===== config.mk =====
export PLATFORM = sky130hd
export DESIGN_NAME = fmw_window_addr
export DESIGN_NICKNAME = d
export VERILOG_FILES = /design/src/logic/fmw_pkg.sv /design/src/logic/fmw_skid_buf.sv /design/src/logic/fmw_window_addr.sv
export SDC_FILE = /design/constraint.sdc
export NUM_CORES = 1
export LEC_CHECK = 0
export ABC_AREA = 1
export BUFFER_PORTS_ARGS = -buffer_cell sky130_fd_sc_hd__buf_2
export CORE_MARGIN = 2
export CORE_UTILIZATION = 40
export CTS_BUF_LIST = sky130_fd_sc_hd__clkbuf_2
export DETAILED_ROUTE_END_ITERATION = 7
export PLACE_DENSITY = 0.59
export SLEW_MARGIN = 10
export SYNTH_ARGS = -nofsm -noshare
export SYNTH_HDL_FRONTEND = slang
export SYNTH_SLANG_ARGS = --single-unit

===== constraint.sdc =====
create_clock -name core_clk_i -period 1.8 [get_ports core_clk_i]
set_input_delay 0.18 -clock core_clk_i [delete_from_list [all_inputs] [get_ports core_clk_i]]
set_output_delay 0.18 -clock core_clk_i [all_outputs]
set_load 0.005 [all_outputs]

===== src/logic/fmw_pkg.sv =====
// Purpose: Shared constants and types for the frame memory window addresser.
// Assumes: Avalon-MM slave with 32-bit data and byte addresses, one 100 MHz clock.
// Notes: Offsets are byte addresses, one aligned word per register.
//
// What this block does
// [RULE1] see: pixel words stream into window, pointer self-advances
// [RULE2] see: 8-bit column start and end bounds
// [RULE3] see: 8-bit line start and end bounds
// [RULE4] see: host keeps start<=end, ends within AF/BD
// [RULE5] see: host sets pointer inside window first
// [RULE6] see: pointer is line high byte, column low
// [RULE7] see: scan axis 0 moves along line first
// [RULE8] see: step direction 1 increments the pointer
// [RULE9] see: device wraps at window edges by itself
// [RULE10] see: fast axis reloads start (end when decrementing), slow steps, rewinds
// [RULE11] see: busy and deaf while reset is active
// [RULE12] see: host holds reset at least 1 ms
// [RULE13] see: host waits 1 ms after power-on
// [RULE14] see: memory contents untouched by reset
// [RULE15] see: host avoids reset during deep standby
// [RULE16] see: host resynchronises split transfers after reset
package fmw_pkg;

    // ****************************************************************
    // Register offsets
    // ****************************************************************
    localparam logic [4:0] FMW_OFS_CTRL = 5'h00;
    localparam logic [4:0] FMW_OFS_HWIN = 5'h04;
    localparam logic [4:0] FMW_OFS_VWIN = 5'h08;
    localparam logic [4:0] FMW_OFS_PTR = 5'h0c;
    localparam logic [4:0] FMW_OFS_DATA = 5'h10;
    localparam logic [4:0] FMW_OFS_STAT = 5'h14;

    // ****************************************************************
    // Field positions
    // ****************************************************************
    localparam int FMW_CTRL_AXIS_BIT = 0;
    localparam int FMW_CTRL_INC_BIT = 1;
    localparam int FMW_STAT_PEND_BIT = 0;
    localparam int FMW_STAT_FULL_BIT = 1;
    localparam int FMW_PIX_W = 18;

    // ****************************************************************
    // Reset values
    // ****************************************************************
    localparam logic FMW_RST_AXIS = 1'b0;
    localparam logic FMW_RST_INC = 1'b1;
    localparam logic [7:0] FMW_RST_COL_START = 8'h00;
    localparam logic [7:0] FMW_RST_COL_END = 8'haf;
    localparam logic [7:0] FMW_RST_LINE_START = 8'h00;
    localparam logic [7:0] FMW_RST_LINE_END = 8'hbd;
    localparam logic [15:0] FMW_RST_PTR = 16'h0000;

    // ****************************************************************
    // Types
    // ****************************************************************
    typedef struct packed {
        logic [15:0] addr;
        logic [FMW_PIX_W-1:0] pixel;
    } fmw_word_s;

endpackage


===== src/logic/fmw_skid_buf.sv =====
// Purpose: Two-entry buffer with valid and ready on both sides.
// Assumes: Single clock, synchronous active-high reset.
// Notes: Outputs come straight from flip-flops; no word is lost on a stall.
`timescale 1ns/10ps
module fmw_skid_buf
    import fmw_pkg::*;
(
    // Clock and reset
    input wire logic core_clk_i,
    input wire logic sys_rst_i,
    // Fill side
    input wire logic in_valid_i,
    input wire fmw_word_s in_word_i,
    output logic in_ready_o,
    // Drain side
    output logic out_valid_o,
    output fmw_word_s out_word_o,
    input wire logic out_ready_i
);

    logic [1:0] cnt_r;
    fmw_word_s skid_r;
    logic push_w;
    logic pop_w;

    assign push_w = in_valid_i & in_ready_o;
    assign pop_w = out_valid_o & out_ready_i;

    // ****************************************************************
    // Occupancy and flags
    // ****************************************************************
    always_ff @(posedge core_clk_i) begin
        if (sys_rst_i) begin
            cnt_r <= 2'd0;
            out_valid_o <= 1'b0;
            in_ready_o <= 1'b1;
        end else begin
            case ({push_w, pop_w})
                2'b10: begin
                    cnt_r <= cnt_r + 2'd1;
                    out_valid_o <= 1'b1;
                    in_ready_o <= (cnt_r == 2'd0);
                end
                2'b01: begin
                    cnt_r <= cnt_r - 2'd1;
                    out_valid_o <= (cnt_r == 2'd2);
                    in_ready_o <= 1'b1;
                end
                default: begin
                    cnt_r <= cnt_r;
                end
            endcase
        end
    end

    // ****************************************************************
    // Data path
    // ****************************************************************
    always_ff @(posedge core_clk_i) begin
        if (sys_rst_i) begin
            out_word_o <= '0;
            skid_r <= '0;
        end else begin
            if (cnt_r == 2'd2 && pop_w) begin
                out_word_o <= skid_r;
            end else if (push_w && (cnt_r == 2'd0 || pop_w)) begin
                out_word_o <= in_word_i;
            end else if (push_w) begin
                skid_r <= in_word_i;
            end
        end
    end

endmodule


===== src/logic/fmw_window_addr.sv =====
// Purpose: Window address generator for host pixel writes into frame memory.
// Assumes: Avalon-MM slave with waitrequest; frame memory port on the same clock.
// Notes: Frame memory contents are never cleared here; only pushed words write it.
`timescale 1ns/10ps
module fmw_window_addr
    import fmw_pkg::*;
(
    // Clock and reset
    input wire logic core_clk_i,
    input wire logic sys_rst_i,
    // Avalon-MM slave
    input wire logic [4:0] avs_address_i,
    input wire logic avs_read_i,
    input wire logic avs_write_i,
    input wire logic [31:0] avs_writedata_i,
    input wire logic [3:0] avs_byteenable_i,
    output logic [31:0] avs_readdata_o,
    output logic avs_waitrequest_o,
    // Frame memory write port
    output logic fm_wr_o,
    output logic [15:0] fm_addr_o,
    output logic [FMW_PIX_W-1:0] fm_data_o,
    input wire logic fm_ready_i,
    // Status
    output logic busy_o
);

    // ****************************************************************
    // Declarations
    // ****************************************************************
    logic scan_axis_sel_r;
    logic step_inc_r;
    logic [7:0] win_col_start_r;
    logic [7:0] win_col_end_r;
    logic [7:0] win_line_start_r;
    logic [7:0] win_line_end_r;
    logic [15:0] ram_ptr_r;
    logic [15:0] ram_ptr_nxt;
    logic [31:0] rdata_nxt;
    logic [31:0] hwin_mrg;
    logic [31:0] vwin_mrg;
    logic [31:0] ptr_mrg;
    logic req_w;
    logic acc_w;
    logic wr_acc_w;
    logic can_go_w;
    logic push_w;
    logic buf_in_ready;
    logic buf_out_valid;
    fmw_word_s buf_in_word;
    fmw_word_s buf_out_word;

    // ****************************************************************
    // Helper functions
    // ****************************************************************
    function automatic logic [31:0] be_merge(input logic [31:0] old_v,
                                             input logic [31:0] new_v,
                                             input logic [3:0] be);
        logic [31:0] m;
        m = {{8{be[3]}}, {8{be[2]}}, {8{be[1]}}, {8{be[0]}}};
        be_merge = (old_v & ~m) | (new_v & m);
    endfunction

    function automatic logic at_edge(input logic [7:0] v, input logic [7:0] lo,
                                     input logic [7:0] hi, input logic up);
        at_edge = up ? (v == hi) : (v == lo);
    endfunction

    function automatic logic [7:0] adv(input logic [7:0] v, input logic [7:0] lo,
                                       input logic [7:0] hi, input logic up);
        if (up) begin
            adv = (v == hi) ? lo : v + 8'h01;
        end else begin
            adv = (v == lo) ? hi : v - 8'h01;
        end
    endfunction

    // ****************************************************************
    // Bus handshake
    // ****************************************************************
    assign req_w = avs_read_i | avs_write_i;
    assign acc_w = req_w & ~avs_waitrequest_o;
    assign wr_acc_w = acc_w & avs_write_i;
    assign can_go_w = ~(avs_write_i && avs_address_i == FMW_OFS_DATA) | buf_in_ready;
    assign push_w = wr_acc_w && (avs_address_i == FMW_OFS_DATA); // see [RULE1]
    assign hwin_mrg = be_merge({16'h0000, win_col_end_r, win_col_start_r},
                               avs_writedata_i, avs_byteenable_i);
    assign vwin_mrg = be_merge({16'h0000, win_line_end_r, win_line_start_r},
                               avs_writedata_i, avs_byteenable_i);
    assign ptr_mrg = be_merge({16'h0000, ram_ptr_r}, avs_writedata_i, avs_byteenable_i);

    // Requests are answered one cycle after they are seen, a data write
    // only while the buffer has room, so a stalled memory stalls the host.
    always_ff @(posedge core_clk_i) begin
        if (sys_rst_i) begin
            avs_waitrequest_o <= 1'b1; // see [RULE11]
            avs_readdata_o <= 32'h0000_0000;
        end else if (req_w && avs_waitrequest_o && can_go_w) begin
            avs_waitrequest_o <= 1'b0;
            avs_readdata_o <= rdata_nxt;
        end else begin
            avs_waitrequest_o <= 1'b1;
        end
    end

    // Busy flag follows reset.
    always_ff @(posedge core_clk_i) begin
        if (sys_rst_i) begin
            busy_o <= 1'b1; // see [RULE11]
        end else begin
            busy_o <= 1'b0;
        end
    end

    // ****************************************************************
    // Read mux
    // ****************************************************************
    always_comb begin
        rdata_nxt = 32'h0000_0000;
        if (avs_address_i == FMW_OFS_CTRL) begin
            rdata_nxt[FMW_CTRL_AXIS_BIT] = scan_axis_sel_r;
            rdata_nxt[FMW_CTRL_INC_BIT] = step_inc_r;
        end else if (avs_address_i == FMW_OFS_HWIN) begin
            rdata_nxt[15:0] = {win_col_end_r, win_col_start_r};
        end else if (avs_address_i == FMW_OFS_VWIN) begin
            rdata_nxt[15:0] = {win_line_end_r, win_line_start_r};
        end else if (avs_address_i == FMW_OFS_PTR) begin
            rdata_nxt[15:0] = ram_ptr_r;
        end else if (avs_address_i == FMW_OFS_STAT) begin
            rdata_nxt[FMW_STAT_PEND_BIT] = buf_out_valid;
            rdata_nxt[FMW_STAT_FULL_BIT] = ~buf_in_ready;
        end
    end

    // ****************************************************************
    // Control registers
    // ****************************************************************
    always_ff @(posedge core_clk_i) begin
        if (sys_rst_i) begin
            scan_axis_sel_r <= FMW_RST_AXIS;
            step_inc_r <= FMW_RST_INC;
        end else if (wr_acc_w && avs_address_i == FMW_OFS_CTRL && avs_byteenable_i[0]) begin
            scan_axis_sel_r <= avs_writedata_i[FMW_CTRL_AXIS_BIT]; // see [RULE7]
            step_inc_r <= avs_writedata_i[FMW_CTRL_INC_BIT]; // see [RULE8]
        end
    end

    // Horizontal window bounds.
    always_ff @(posedge core_clk_i) begin
        if (sys_rst_i) begin
            win_col_start_r <= FMW_RST_COL_START;
            win_col_end_r <= FMW_RST_COL_END;
        end else if (wr_acc_w && avs_address_i == FMW_OFS_HWIN) begin
            {win_col_end_r, win_col_start_r} <= hwin_mrg[15:0]; // see [RULE2]
        end
    end

    // Vertical window bounds.
    always_ff @(posedge core_clk_i) begin
        if (sys_rst_i) begin
            win_line_start_r <= FMW_RST_LINE_START;
            win_line_end_r <= FMW_RST_LINE_END;
        end else if (wr_acc_w && avs_address_i == FMW_OFS_VWIN) begin
            {win_line_end_r, win_line_start_r} <= vwin_mrg[15:0]; // see [RULE3]
        end
    end

    // ****************************************************************
    // Pointer advance
    // ****************************************************************
    // The fast axis wraps to its start bound (end bound when decrementing) and steps the slow axis; the
    // last location of the window wraps back to the first one.
    always_comb begin
        ram_ptr_nxt = ram_ptr_r;
        if (!scan_axis_sel_r) begin
            ram_ptr_nxt[7:0] = adv(ram_ptr_r[7:0], win_col_start_r, win_col_end_r,
                                   step_inc_r); // see [RULE7]
            if (at_edge(ram_ptr_r[7:0], win_col_start_r, win_col_end_r, step_inc_r)) begin
                ram_ptr_nxt[15:8] = adv(ram_ptr_r[15:8], win_line_start_r,
                                        win_line_end_r, step_inc_r); // see [RULE10]
            end
        end else begin
            ram_ptr_nxt[15:8] = adv(ram_ptr_r[15:8], win_line_start_r, win_line_end_r,
                                    step_inc_r); // see [RULE8]
            if (at_edge(ram_ptr_r[15:8], win_line_start_r, win_line_end_r,
                        step_inc_r)) begin
                ram_ptr_nxt[7:0] = adv(ram_ptr_r[7:0], win_col_start_r, win_col_end_r,
                                       step_inc_r); // see [RULE9]
            end
        end
    end

    // Pointer: line in the high byte, column in the low byte.
    always_ff @(posedge core_clk_i) begin
        if (sys_rst_i) begin
            ram_ptr_r <= FMW_RST_PTR;
        end else if (wr_acc_w && avs_address_i == FMW_OFS_PTR) begin
            ram_ptr_r <= ptr_mrg[15:0]; // see [RULE6]
        end else if (push_w) begin
            ram_ptr_r <= ram_ptr_nxt; // see [RULE1]
        end
    end

    // ****************************************************************
    // Pixel buffer toward frame memory
    // ****************************************************************
    assign buf_in_word = '{addr: ram_ptr_r, pixel: avs_writedata_i[FMW_PIX_W-1:0]};

    fmw_skid_buf fmw_skid_buf_inst (
        .core_clk_i(core_clk_i),
        .sys_rst_i(sys_rst_i),
        .in_valid_i(push_w),
        .in_word_i(buf_in_word),
        .in_ready_o(buf_in_ready),
        .out_valid_o(buf_out_valid),
        .out_word_o(buf_out_word),
        .out_ready_i(fm_ready_i)
    );

    assign fm_wr_o = buf_out_valid;
    assign fm_addr_o = buf_out_word.addr;
    assign fm_data_o = buf_out_word.pixel;
endmodule


==> results of run 1 <==
-- layout by cell type (no fill, tap or decap), types with 4 or more instances in the layout --
master,netlist,routed
sky130_fd_sc_hd__ha_1,5,4
sky130_fd_sc_hd__nand3_2,3,4
sky130_fd_sc_hd__inv_6,1,6
sky130_fd_sc_hd__dlygate4sd3_1,0,30
sky130_fd_sc_hd__nor2_2,6,12
sky130_fd_sc_hd__o21ai_1,8,12
sky130_fd_sc_hd__nand2_1,247,241
sky130_fd_sc_hd__nor2_4,8,10
sky130_fd_sc_hd__inv_1,112,108
sky130_fd_sc_hd__nand2_2,7,13
sky130_fd_sc_hd__xnor2_1,22,22
sky130_fd_sc_hd__clkbuf_2,0,17
sky130_fd_sc_hd__buf_2,14,82
sky130_fd_sc_hd__conb_1,1,16
sky130_fd_sc_hd__inv_2,8,12
sky130_fd_sc_hd__o211ai_1,14,14
sky130_fd_sc_hd__nand3_1,73,70
sky130_fd_sc_hd__o21ai_0,84,80
sky130_fd_sc_hd__dfxtp_2,0,10
sky130_fd_sc_hd__a21oi_1,92,92
sky130_fd_sc_hd__buf_12,0,8
sky130_fd_sc_hd__a211oi_1,36,36
sky130_fd_sc_hd__nand2_4,4,4
sky130_fd_sc_hd__buf_4,21,80
sky130_fd_sc_hd__nand4_1,11,11
sky130_fd_sc_hd__xor2_1,13,13
sky130_fd_sc_hd__inv_8,0,4
sky130_fd_sc_hd__o22ai_1,11,10
sky130_fd_sc_hd__dfxtp_1,140,127
sky130_fd_sc_hd__clkinv_2,4,5
sky130_fd_sc_hd__nor2_1,144,136
-- power by group through the flow --
stage	clock, W	sequential (W)	combinational [W]
after floorplan	0	0.00319	0.000188
final	0.00230	0.00313	0.000377
after global routing	0.00247	0.00313	0.000413
after global placement	0	0.00319	0.000314
after detailed placement	0	0.00319	0.000314
after CTS	0.00235	0.00313	0.000365
-- worst paths after layout --
kind | from | end | slack [ns]
worst min-delay path | fm_ready_i | fmw_skid_buf_inst.skid_r[19]$_SDFFE_PP0P_ | 0.1
worst max register to register | flop | flop | 0.11
worst min register to register | fmw_skid_buf_inst.skid_r[27]$_SDFFE_PP0P_ | fmw_skid_buf_inst.skid_r[27]$_SDFFE_PP0P_ | 0.46
worst max-delay path | avs_address_i[2] | avs_readdata_o[15]$_SDFFE_PP0P_ | 0.007
-- through the flow --
stage / setup TNS [ns] / total power (W) / util [%]
2_1_floorplan: 0 / 0.00338 / -
3_3_place_gp: -0.0126 / 0.00350 / 46.0
3_5_place_dp: 0 / 0.00350 / 46.0
4_1_cts: 0 / 0.00585 / 49.2
5_1_grt: -0.0378 / 0.00602 / 50.0
6_report: 0 / 0.00580 / 50.0
-- kinds of logic (layout without fill, tap and decap cells) --
logic type | Yosys count | count (layout)
and+or+nand+nor | 509 | 510
AOI/OAI and AO/OA | 258 | 258
buffers and inverters | 210 | 359
DFF | 140 | 140
xor gates and xnor gates | 35 | 35
adders and majority gates | 5 | 5
other | 1 | 18
-- cell type report --
cell class	instances	area share, %
clock buffer	17	0.880
timing repair buffer	201	15.3
tap	265	3.43
inverter	126	5.02
antenna	2	0.0518
clock inverter	15	2.24
sequential	140	29.2
multi-input combinational	824	43.8
-- tightest hold or removal path, cell delays in order --
cell and delay, ns:
sky130_fd_sc_hd__buf_2 0.08, sky130_fd_sc_hd__nand2_1 0.10, sky130_fd_sc_hd__nand4_2 0.13, sky130_fd_sc_hd__buf_12 0.23, sky130_fd_sc_hd__a21oi_1 0.11
-- routing by layer --
metal / up-vias / share of wire, % / track usage (%)
met5: - / 0 / 0
met4: 0 / 1.8 / 7.07
met3: 35 / 6.2 / 4.60
met2: 261 / 45 / 38.8
met1: 3632 / 47 / 33.3
li1: 4032 / - / -
-- timing repair --
action / CTS / global route
buffers inserted: 0 / 3
setup endpoints to repair: 7 / 57
hold buffers: 30 / 0
pin swaps: 0 / 3
gates resized for setup: 3 / 45
endpoints found under the hold margin: 139 / 0
gates cloned: 0 / 1
==> run_results.csv, run 1 <==
group,metric,value,unit
power,power.share.switching,29.0,%
flow_run,timing.max_cap.violations,0,
logic_synthesis,netlist_top_cells_count,"247 x sky130_fd_sc_hd__nand2_1, 144 x sky130_fd_sc_hd__nor2_1, 140 x sky130_fd_sc_hd__dfxtp_1, 112 x sky130_fd_sc_hd__inv_1, 92 x sky130_fd_sc_hd__a21oi_1",
power,clock_power_share,39.6,%
detailed_routing,routed-via-count,7960,
logic_synthesis,synth.area.mux_share,0,%
global_routing,overflow,0,
worst_setup_path,ff2ff_path_depth,10,
worst_setup_path,timing.critical_path.required,2.52,ns
power,p_comb_share,6.5,%
logic_synthesis,yosys-top-cells-area,"sky130_fd_sc_hd__dfxtp_1 36%, sky130_fd_sc_hd__nand2_1 12%, sky130_fd_sc_hd__nor2_1 6.9%",
global_routing,track_usage,24.3,%
floorplanning,fp.dieArea,20800,um2
clocking,cts-htree-levels,4,
logic_synthesis,synth_compound_area_share,18.8,%
logic_synthesis,post-synth-top-count-cell,"sky130_fd_sc_hd__nand2_1",
worst_setup_path,setup.worst_path.start_class,"primary input",
cells_and_area,fraction_of_layout_instances_using_a_drive_strength_above_1,22.0,%
logic_synthesis,synth.yosys.seq_area_share,35.7,%
worst_setup_path,crit_path_max_incr_delay,0.63,ns
cells_and_area,layout-area-overhead-vs-synth,23.2,%
logic_synthesis,ys_async_sr_fraction,0,%
sta,post-route-worst-setup-slack,0.00735,ns
logic_synthesis,post-synth-top-area-fraction,35.7,%
power,leakage,4.26,nW
floorplanning,design.portCount,115,
clocking,cts.reportedPaths.clkPinSlew,0.27,ns
worst_setup_path,crit_arrival,2.51,ns
floorplanning,fp.dieH,144,um
global_routing,pin_count_of_the_biggest_net_entering_global_routing,90,
cells_and_area,layoutNonFillerInstCount,1590,
global_routing,antenna_violations_before_repair,1,
floorplanning,core,19300,um2
detailed_routing,antenna_violating_nets_post_route,0,
floorplanning,core.rowCount,51,
worst_setup_path,cpMostUsedCell,"sky130_fd_sc_hd__dlygate4sd3_1",
logic_synthesis,ys_ff_latch,140,
place,buffer_ports.inserted,82,
cells_and_area,fill_cells,2029,
logic_synthesis,postSynthCellCount,1158,
worst_setup_path,cp-end-kind,"flop",
place,dp_hpwl,18100,um
clocking,cts_root_buf,"sky130_fd_sc_hd__clkbuf_2",
place,pre_cts_ws,0.0169,ns
sta,maxSlewViolCount,0,
sta,setup_viol_count_final,0,
clocking,clock_latency_at_the_later_pin_of_the_worst_skew_pair,0.77,ns
sta,fin_hold_ws,0.0998,ns
clocking,tritoncts_num_sinks,140,
worst_setup_path,critical_path.top_delay_family,"buffers and inverters",
power,p_switching,0.00168,W
power,vdd.ir_drop.worst,0.000403,V
detailed_routing,vias_per_cell,5.01,
place,numPlacedInstances,1522,
status,status,"complete, no violations",
detailed_routing,drt_drc,0,
worst_setup_path,cp.depth,9,
logic_synthesis,postSynthAreaPerCell,6.78,um2
cells_and_area,fin_nets,1361,
logic_synthesis,mappedNetlistArea,7850,um2
place,gp_routability_congestion,0.974,
sta,final_cycle_share,99.6,%
floorplanning,initial_core_util,40.6,%
logic_synthesis,synth_xor_xnor_area_share,3.91,%
worst_setup_path,critPathKind,"in2reg",
worst_hold_path,hp-class,"in2reg",
logic_synthesis,ys_dominant_reg_cell,"sky130_fd_sc_hd__dfxtp_1",
sta,final_hold_viol_count,0,
logic_synthesis,synth_top_area_cell,"sky130_fd_sc_hd__dfxtp_1",
worst_setup_path,cp_max_fo,14,
power,cellPowerDensity,600,nW/um2
cells_and_area,post-route-cell-area,9670,um2
detailed_routing,wl,25000,um
floorplanning,width_of_the_die,144,um
clocking,cts_buffers,17,
sta,max_clock_freq,558,MHz
logic_synthesis,synth_simple_gate_area_share,28.3,%
detailed_routing,first_iter_violations,575,
cells_and_area,regArea,2830,um2
clocking,clock_tree.buffer_depth,2,
logic_synthesis,post_synth_adder_cell_area,0.797,%
logic_synthesis,synthDistinctLibCells,43,
worst_setup_path,crit_buf_inv,4,
power,share_of_power_burned_in_registers,53.9,%
detailed_routing,route.detailed.wl_per_inst,15.7,um
place,dpl-instance-area,8900,um2
cells_and_area,multi_input_comb_area,4240,um2
worst_hold_path,min_delay_path_depth,5,
logic_synthesis,synth_top_family_by_area,"simple AND/OR/NAND/NOR gates",
power,p_int,0.00412,W
global_routing,first_global_vias,7142,
worst_setup_path,crit_slowest_cell,"sky130_fd_sc_hd__dlygate4sd3_1",
worst_setup_path,crit_chain,"dlygate4sd3_1 -> buf_2 -> nor2_1 -> dlygate4sd3_1 -> nand3_2 -> buf_6 -> o22ai_1 -> o21ai_0 -> a21oi_1",
global_routing,grt_first_pass_wirelength,38600,um
sta,worst_clock_skew,0.0331,ns
logic_synthesis,synthesis.yosys.warnings,0,
clocking,cts_tree,"yes",
sta,final_period_demand_of_the_worst_path,1.79,ns
logic_synthesis,number_of_flops_mapped_to_enable_cells_by_yosys,0,
detailed_routing,dr.pass1.iters,8,
Power figures use the tool's default switching activity.
==> run 2: changes to the inputs <==
--- a/config.mk
+++ b/config.mk
@@ -7,11 +7,11 @@
 export LEC_CHECK = 0
 export ABC_AREA = 1
 export BUFFER_PORTS_ARGS = -buffer_cell sky130_fd_sc_hd__buf_2
-export CORE_MARGIN = 2
 export CORE_UTILIZATION = 40
 export CTS_BUF_LIST = sky130_fd_sc_hd__clkbuf_2
 export DETAILED_ROUTE_END_ITERATION = 7
-export PLACE_DENSITY = 0.59
+export PLACE_DENSITY = 0.62
+export SETUP_SLACK_MARGIN = 0.05
 export SLEW_MARGIN = 10
 export SYNTH_ARGS = -nofsm -noshare
 export SYNTH_HDL_FRONTEND = slang
==> run 2 against run 1 <==
  * First-iteration DRC count down 3.5%
  * Sequential cell count is the same
  * Fmax increased by 7.6%
  * Highest routed layer unchanged
  * Wire length down 3.1%
==> run_results.csv, run 2 (synthesis gave the netlist of run 1 again) <==
group,metric,value,unit
worst_setup_path,crit_arrival,2.37,ns
floorplanning,core.rowCount,50,
worst_setup_path,timing.reg2reg.setup_slack,0.13,ns
cells_and_area,fraction_of_layout_instances_using_a_drive_strength_above_1,22.7,%
worst_setup_path,crit_buf_inv,0,
cells_and_area,top_library_cells_by_usage_in_the_layout_fill_and_taps_aside,"241 x sky130_fd_sc_hd__nand2_1, 137 x sky130_fd_sc_hd__nor2_1, 126 x sky130_fd_sc_hd__dfxtp_1",
detailed_routing,highest_layer,"met4",
worst_setup_path,ff2ff_path_depth,10,
sta,setup-tns-final,0,ns
floorplanning,core,19000,um2
worst_setup_path,critical_path.top_delay_family,"simple AND/OR/NAND/NOR gates",
place,dp_hpwl,17800,um
cells_and_area,post-route-cell-area,9730,um2
global_routing,grt_first_pass_wirelength,38100,um
cells_and_area,final_common_cell,"sky130_fd_sc_hd__nand2_1",
floorplanning,fp.dieH,142,um
sta,final_hold_viol_count,0,
detailed_routing,route.detailed.wl_per_inst,15.2,um
status,status,"complete, no violations",
place,numPlacedInstances,1524,
worst_setup_path,cpMostUsedCell,"sky130_fd_sc_hd__nand2_1",
detailed_routing,wl,24200,um
global_routing,first_global_vias,7246,
detailed_routing,routed-via-count,8000,
place,gp_routability_congestion,0.968,
detailed_routing,first_iter_violations,555,
sta,setup_viol_count_final,0,
power,leakage,4.30,nW
clocking,tritoncts_num_sinks,140,
floorplanning,width_of_the_die,142,um
global_routing,overflow,0,
detailed_routing,wirelength_met1,10900,um
cells_and_area,fin_nets,1368,
power,cellPowerDensity,557,nW/um2
worst_setup_path,setup.worst_path.start_class,"flop",
worst_setup_path,cp-end-kind,"flop",
sta,worst_clock_skew,0.0595,ns
worst_setup_path,crit_chain,"nand2_1 -> nand2_1 -> nand2_1 -> nor2_4 -> nand3_2 -> nand3_4 -> nand2_8 -> nor2_1 -> nand2_1 -> a21oi_1",
clocking,clock_tree.buffer_depth,2,
clocking,cts.reportedPaths.clkPinSlew,0.28,ns
worst_setup_path,cp_max_fo,8,
detailed_routing,routed_length_on_met3,1420,um
detailed_routing,dr.pass1.iters,7,
worst_setup_path,timing.critical_path.required,2.50,ns
worst_setup_path,critPathKind,"reg2reg",
clocking,cts_buffers,17,
global_routing,track_usage,24.4,%
floorplanning,fp.dieArea,20200,um2
flow_run,timing.max_cap.violations,0,
place,dpl-instance-area,8970,um2
worst_setup_path,cp.depth,10,
global_routing,antenna_violations_before_repair,1,
cells_and_area,layout-area-overhead-vs-synth,24.0,%
cells_and_area,layoutNonFillerInstCount,1591,
detailed_routing,drt_drc,0,
detailed_routing,route.met2.wl,11100,um
global_routing,pin_count_of_the_biggest_net_entering_global_routing,90,
floorplanning,design.portCount,115,
worst_setup_path,crit_path_max_incr_delay,0.50,ns
floorplanning,initial_core_util,41.4,%
sta,maxSlewViolCount,0,
sta,final_period_demand_of_the_worst_path,1.67,ns
detailed_routing,vias_per_cell,5.03,
place,buffer_ports.inserted,82,
clocking,clock_latency_at_the_later_pin_of_the_worst_skew_pair,0.77,ns
sta,rsz0062_at_grt,"yes",
power,vdd.ir_drop.worst,0.000308,V
cells_and_area,fill_cells,1932,
worst_hold_path,hp-class,"in2reg",
sta,final_cycle_share,92.5,%
worst_setup_path,crit_slowest_cell,"sky130_fd_sc_hd__dfxtp_2",
clocking,cts_root_buf,"sky130_fd_sc_hd__clkbuf_2",
clocking,cts-htree-levels,4,
worst_hold_path,min_delay_path_depth,5,
clocking,cts_tree,"yes",
power,total_power,0.00542,W
detailed_routing,antenna_violating_nets_post_route,0,
sta,max_clock_freq,600,MHz
[run 2: how the worst min path moves through the flow]
stage,slack [ns],end,startpoint
2_1_floorplan,0.21,busy_o$_DFF_P_,sys_rst_i
4_1_cts,0.06,fmw_skid_buf_inst.skid_r[17]$_SDFFE_PP0P_,fm_ready_i
5_1_grt,0.12,fmw_skid_buf_inst.skid_r[17]$_SDFFE_PP0P_,fm_ready_i
3_5_place_dp,0.44,fmw_skid_buf_inst.out_word_o[16]$_SDFFE_PP0P_,avs_writedata_i[16]
3_3_place_gp,0.43,fmw_skid_buf_inst.out_word_o[17]$_SDFFE_PP0P_,avs_writedata_i[17]
6_report,0.11,fmw_skid_buf_inst.skid_r[28]$_SDFFE_PP0P_,fm_ready_i
[run 2: worst reg2reg max path, cell delays in order, from the launching register on]
cell                      delay (ns)
sky130_fd_sc_hd__dfxtp_2        0.50
sky130_fd_sc_hd__nand2_1        0.07
sky130_fd_sc_hd__nand2_1        0.06
sky130_fd_sc_hd__nand2_1        0.10
sky130_fd_sc_hd__nor2_4         0.21
sky130_fd_sc_hd__nand3_2        0.13
sky130_fd_sc_hd__nand3_4        0.13
sky130_fd_sc_hd__nand2_8        0.09
sky130_fd_sc_hd__nor2_1         0.12
sky130_fd_sc_hd__nand2_1        0.06
sky130_fd_sc_hd__a21oi_1        0.11
[run 2: final cells by class]
class	instances	area (um2)	area share [%]
antenna	1	2.50	0.0257
clock inverter	15	150	1.54
tap	260	325	3.34
timing repair buffer	208	1560	16.1
sequential	140	2830	29.1
clock buffer	17	85.1	0.874
multi-input combinational	824	4290	44.1
inverter	126	487	5.00
[run 2: report_power, final]
part / leakage [nW] / internal, W / switching (W) / total (W)
combinational: 3.01 / 0.000133 / 0.000231 / 0.000364
clock: 0.148 / 0.000557 / 0.00137 / 0.00193
sequential: 1.14 / 0.00312 / 0.00000767 / 0.00312
total: 4.30 / 0.00381 / 0.00161 / 0.00542
[run 2: metal layers]
| metal | vias up | track usage (%) |
|---|---|---|
| met4 | 0 | 10.4 |
| met5 | - | 0 |
| met1 | 3651 | 32.0 |
| met3 | 56 | 3.47 |
| li1 | 4054 | - |
| met2 | 239 | 39.8 |
[run 2: repair_timing]
action,CTS,global route
hold endpoints to repair,139,0
hold buffers,28,0
setup buffers,0,5
pin swaps,0,11
gates resized for setup,5,53
endpoints found under the setup margin,14,28
gates cloned,0,1
[run 2: through the flow]
stage,worst slack [ns],hold WS [ns],utilization (%)
after floorplan,0.125,0.208,-
after global placement,0.000465,0.435,47.3
after detailed placement,0.00904,0.440,47.3
after CTS,0.0488,0.0554,50.1
after global routing,0.0141,0.118,51.3
final,0.135,0.107,51.3
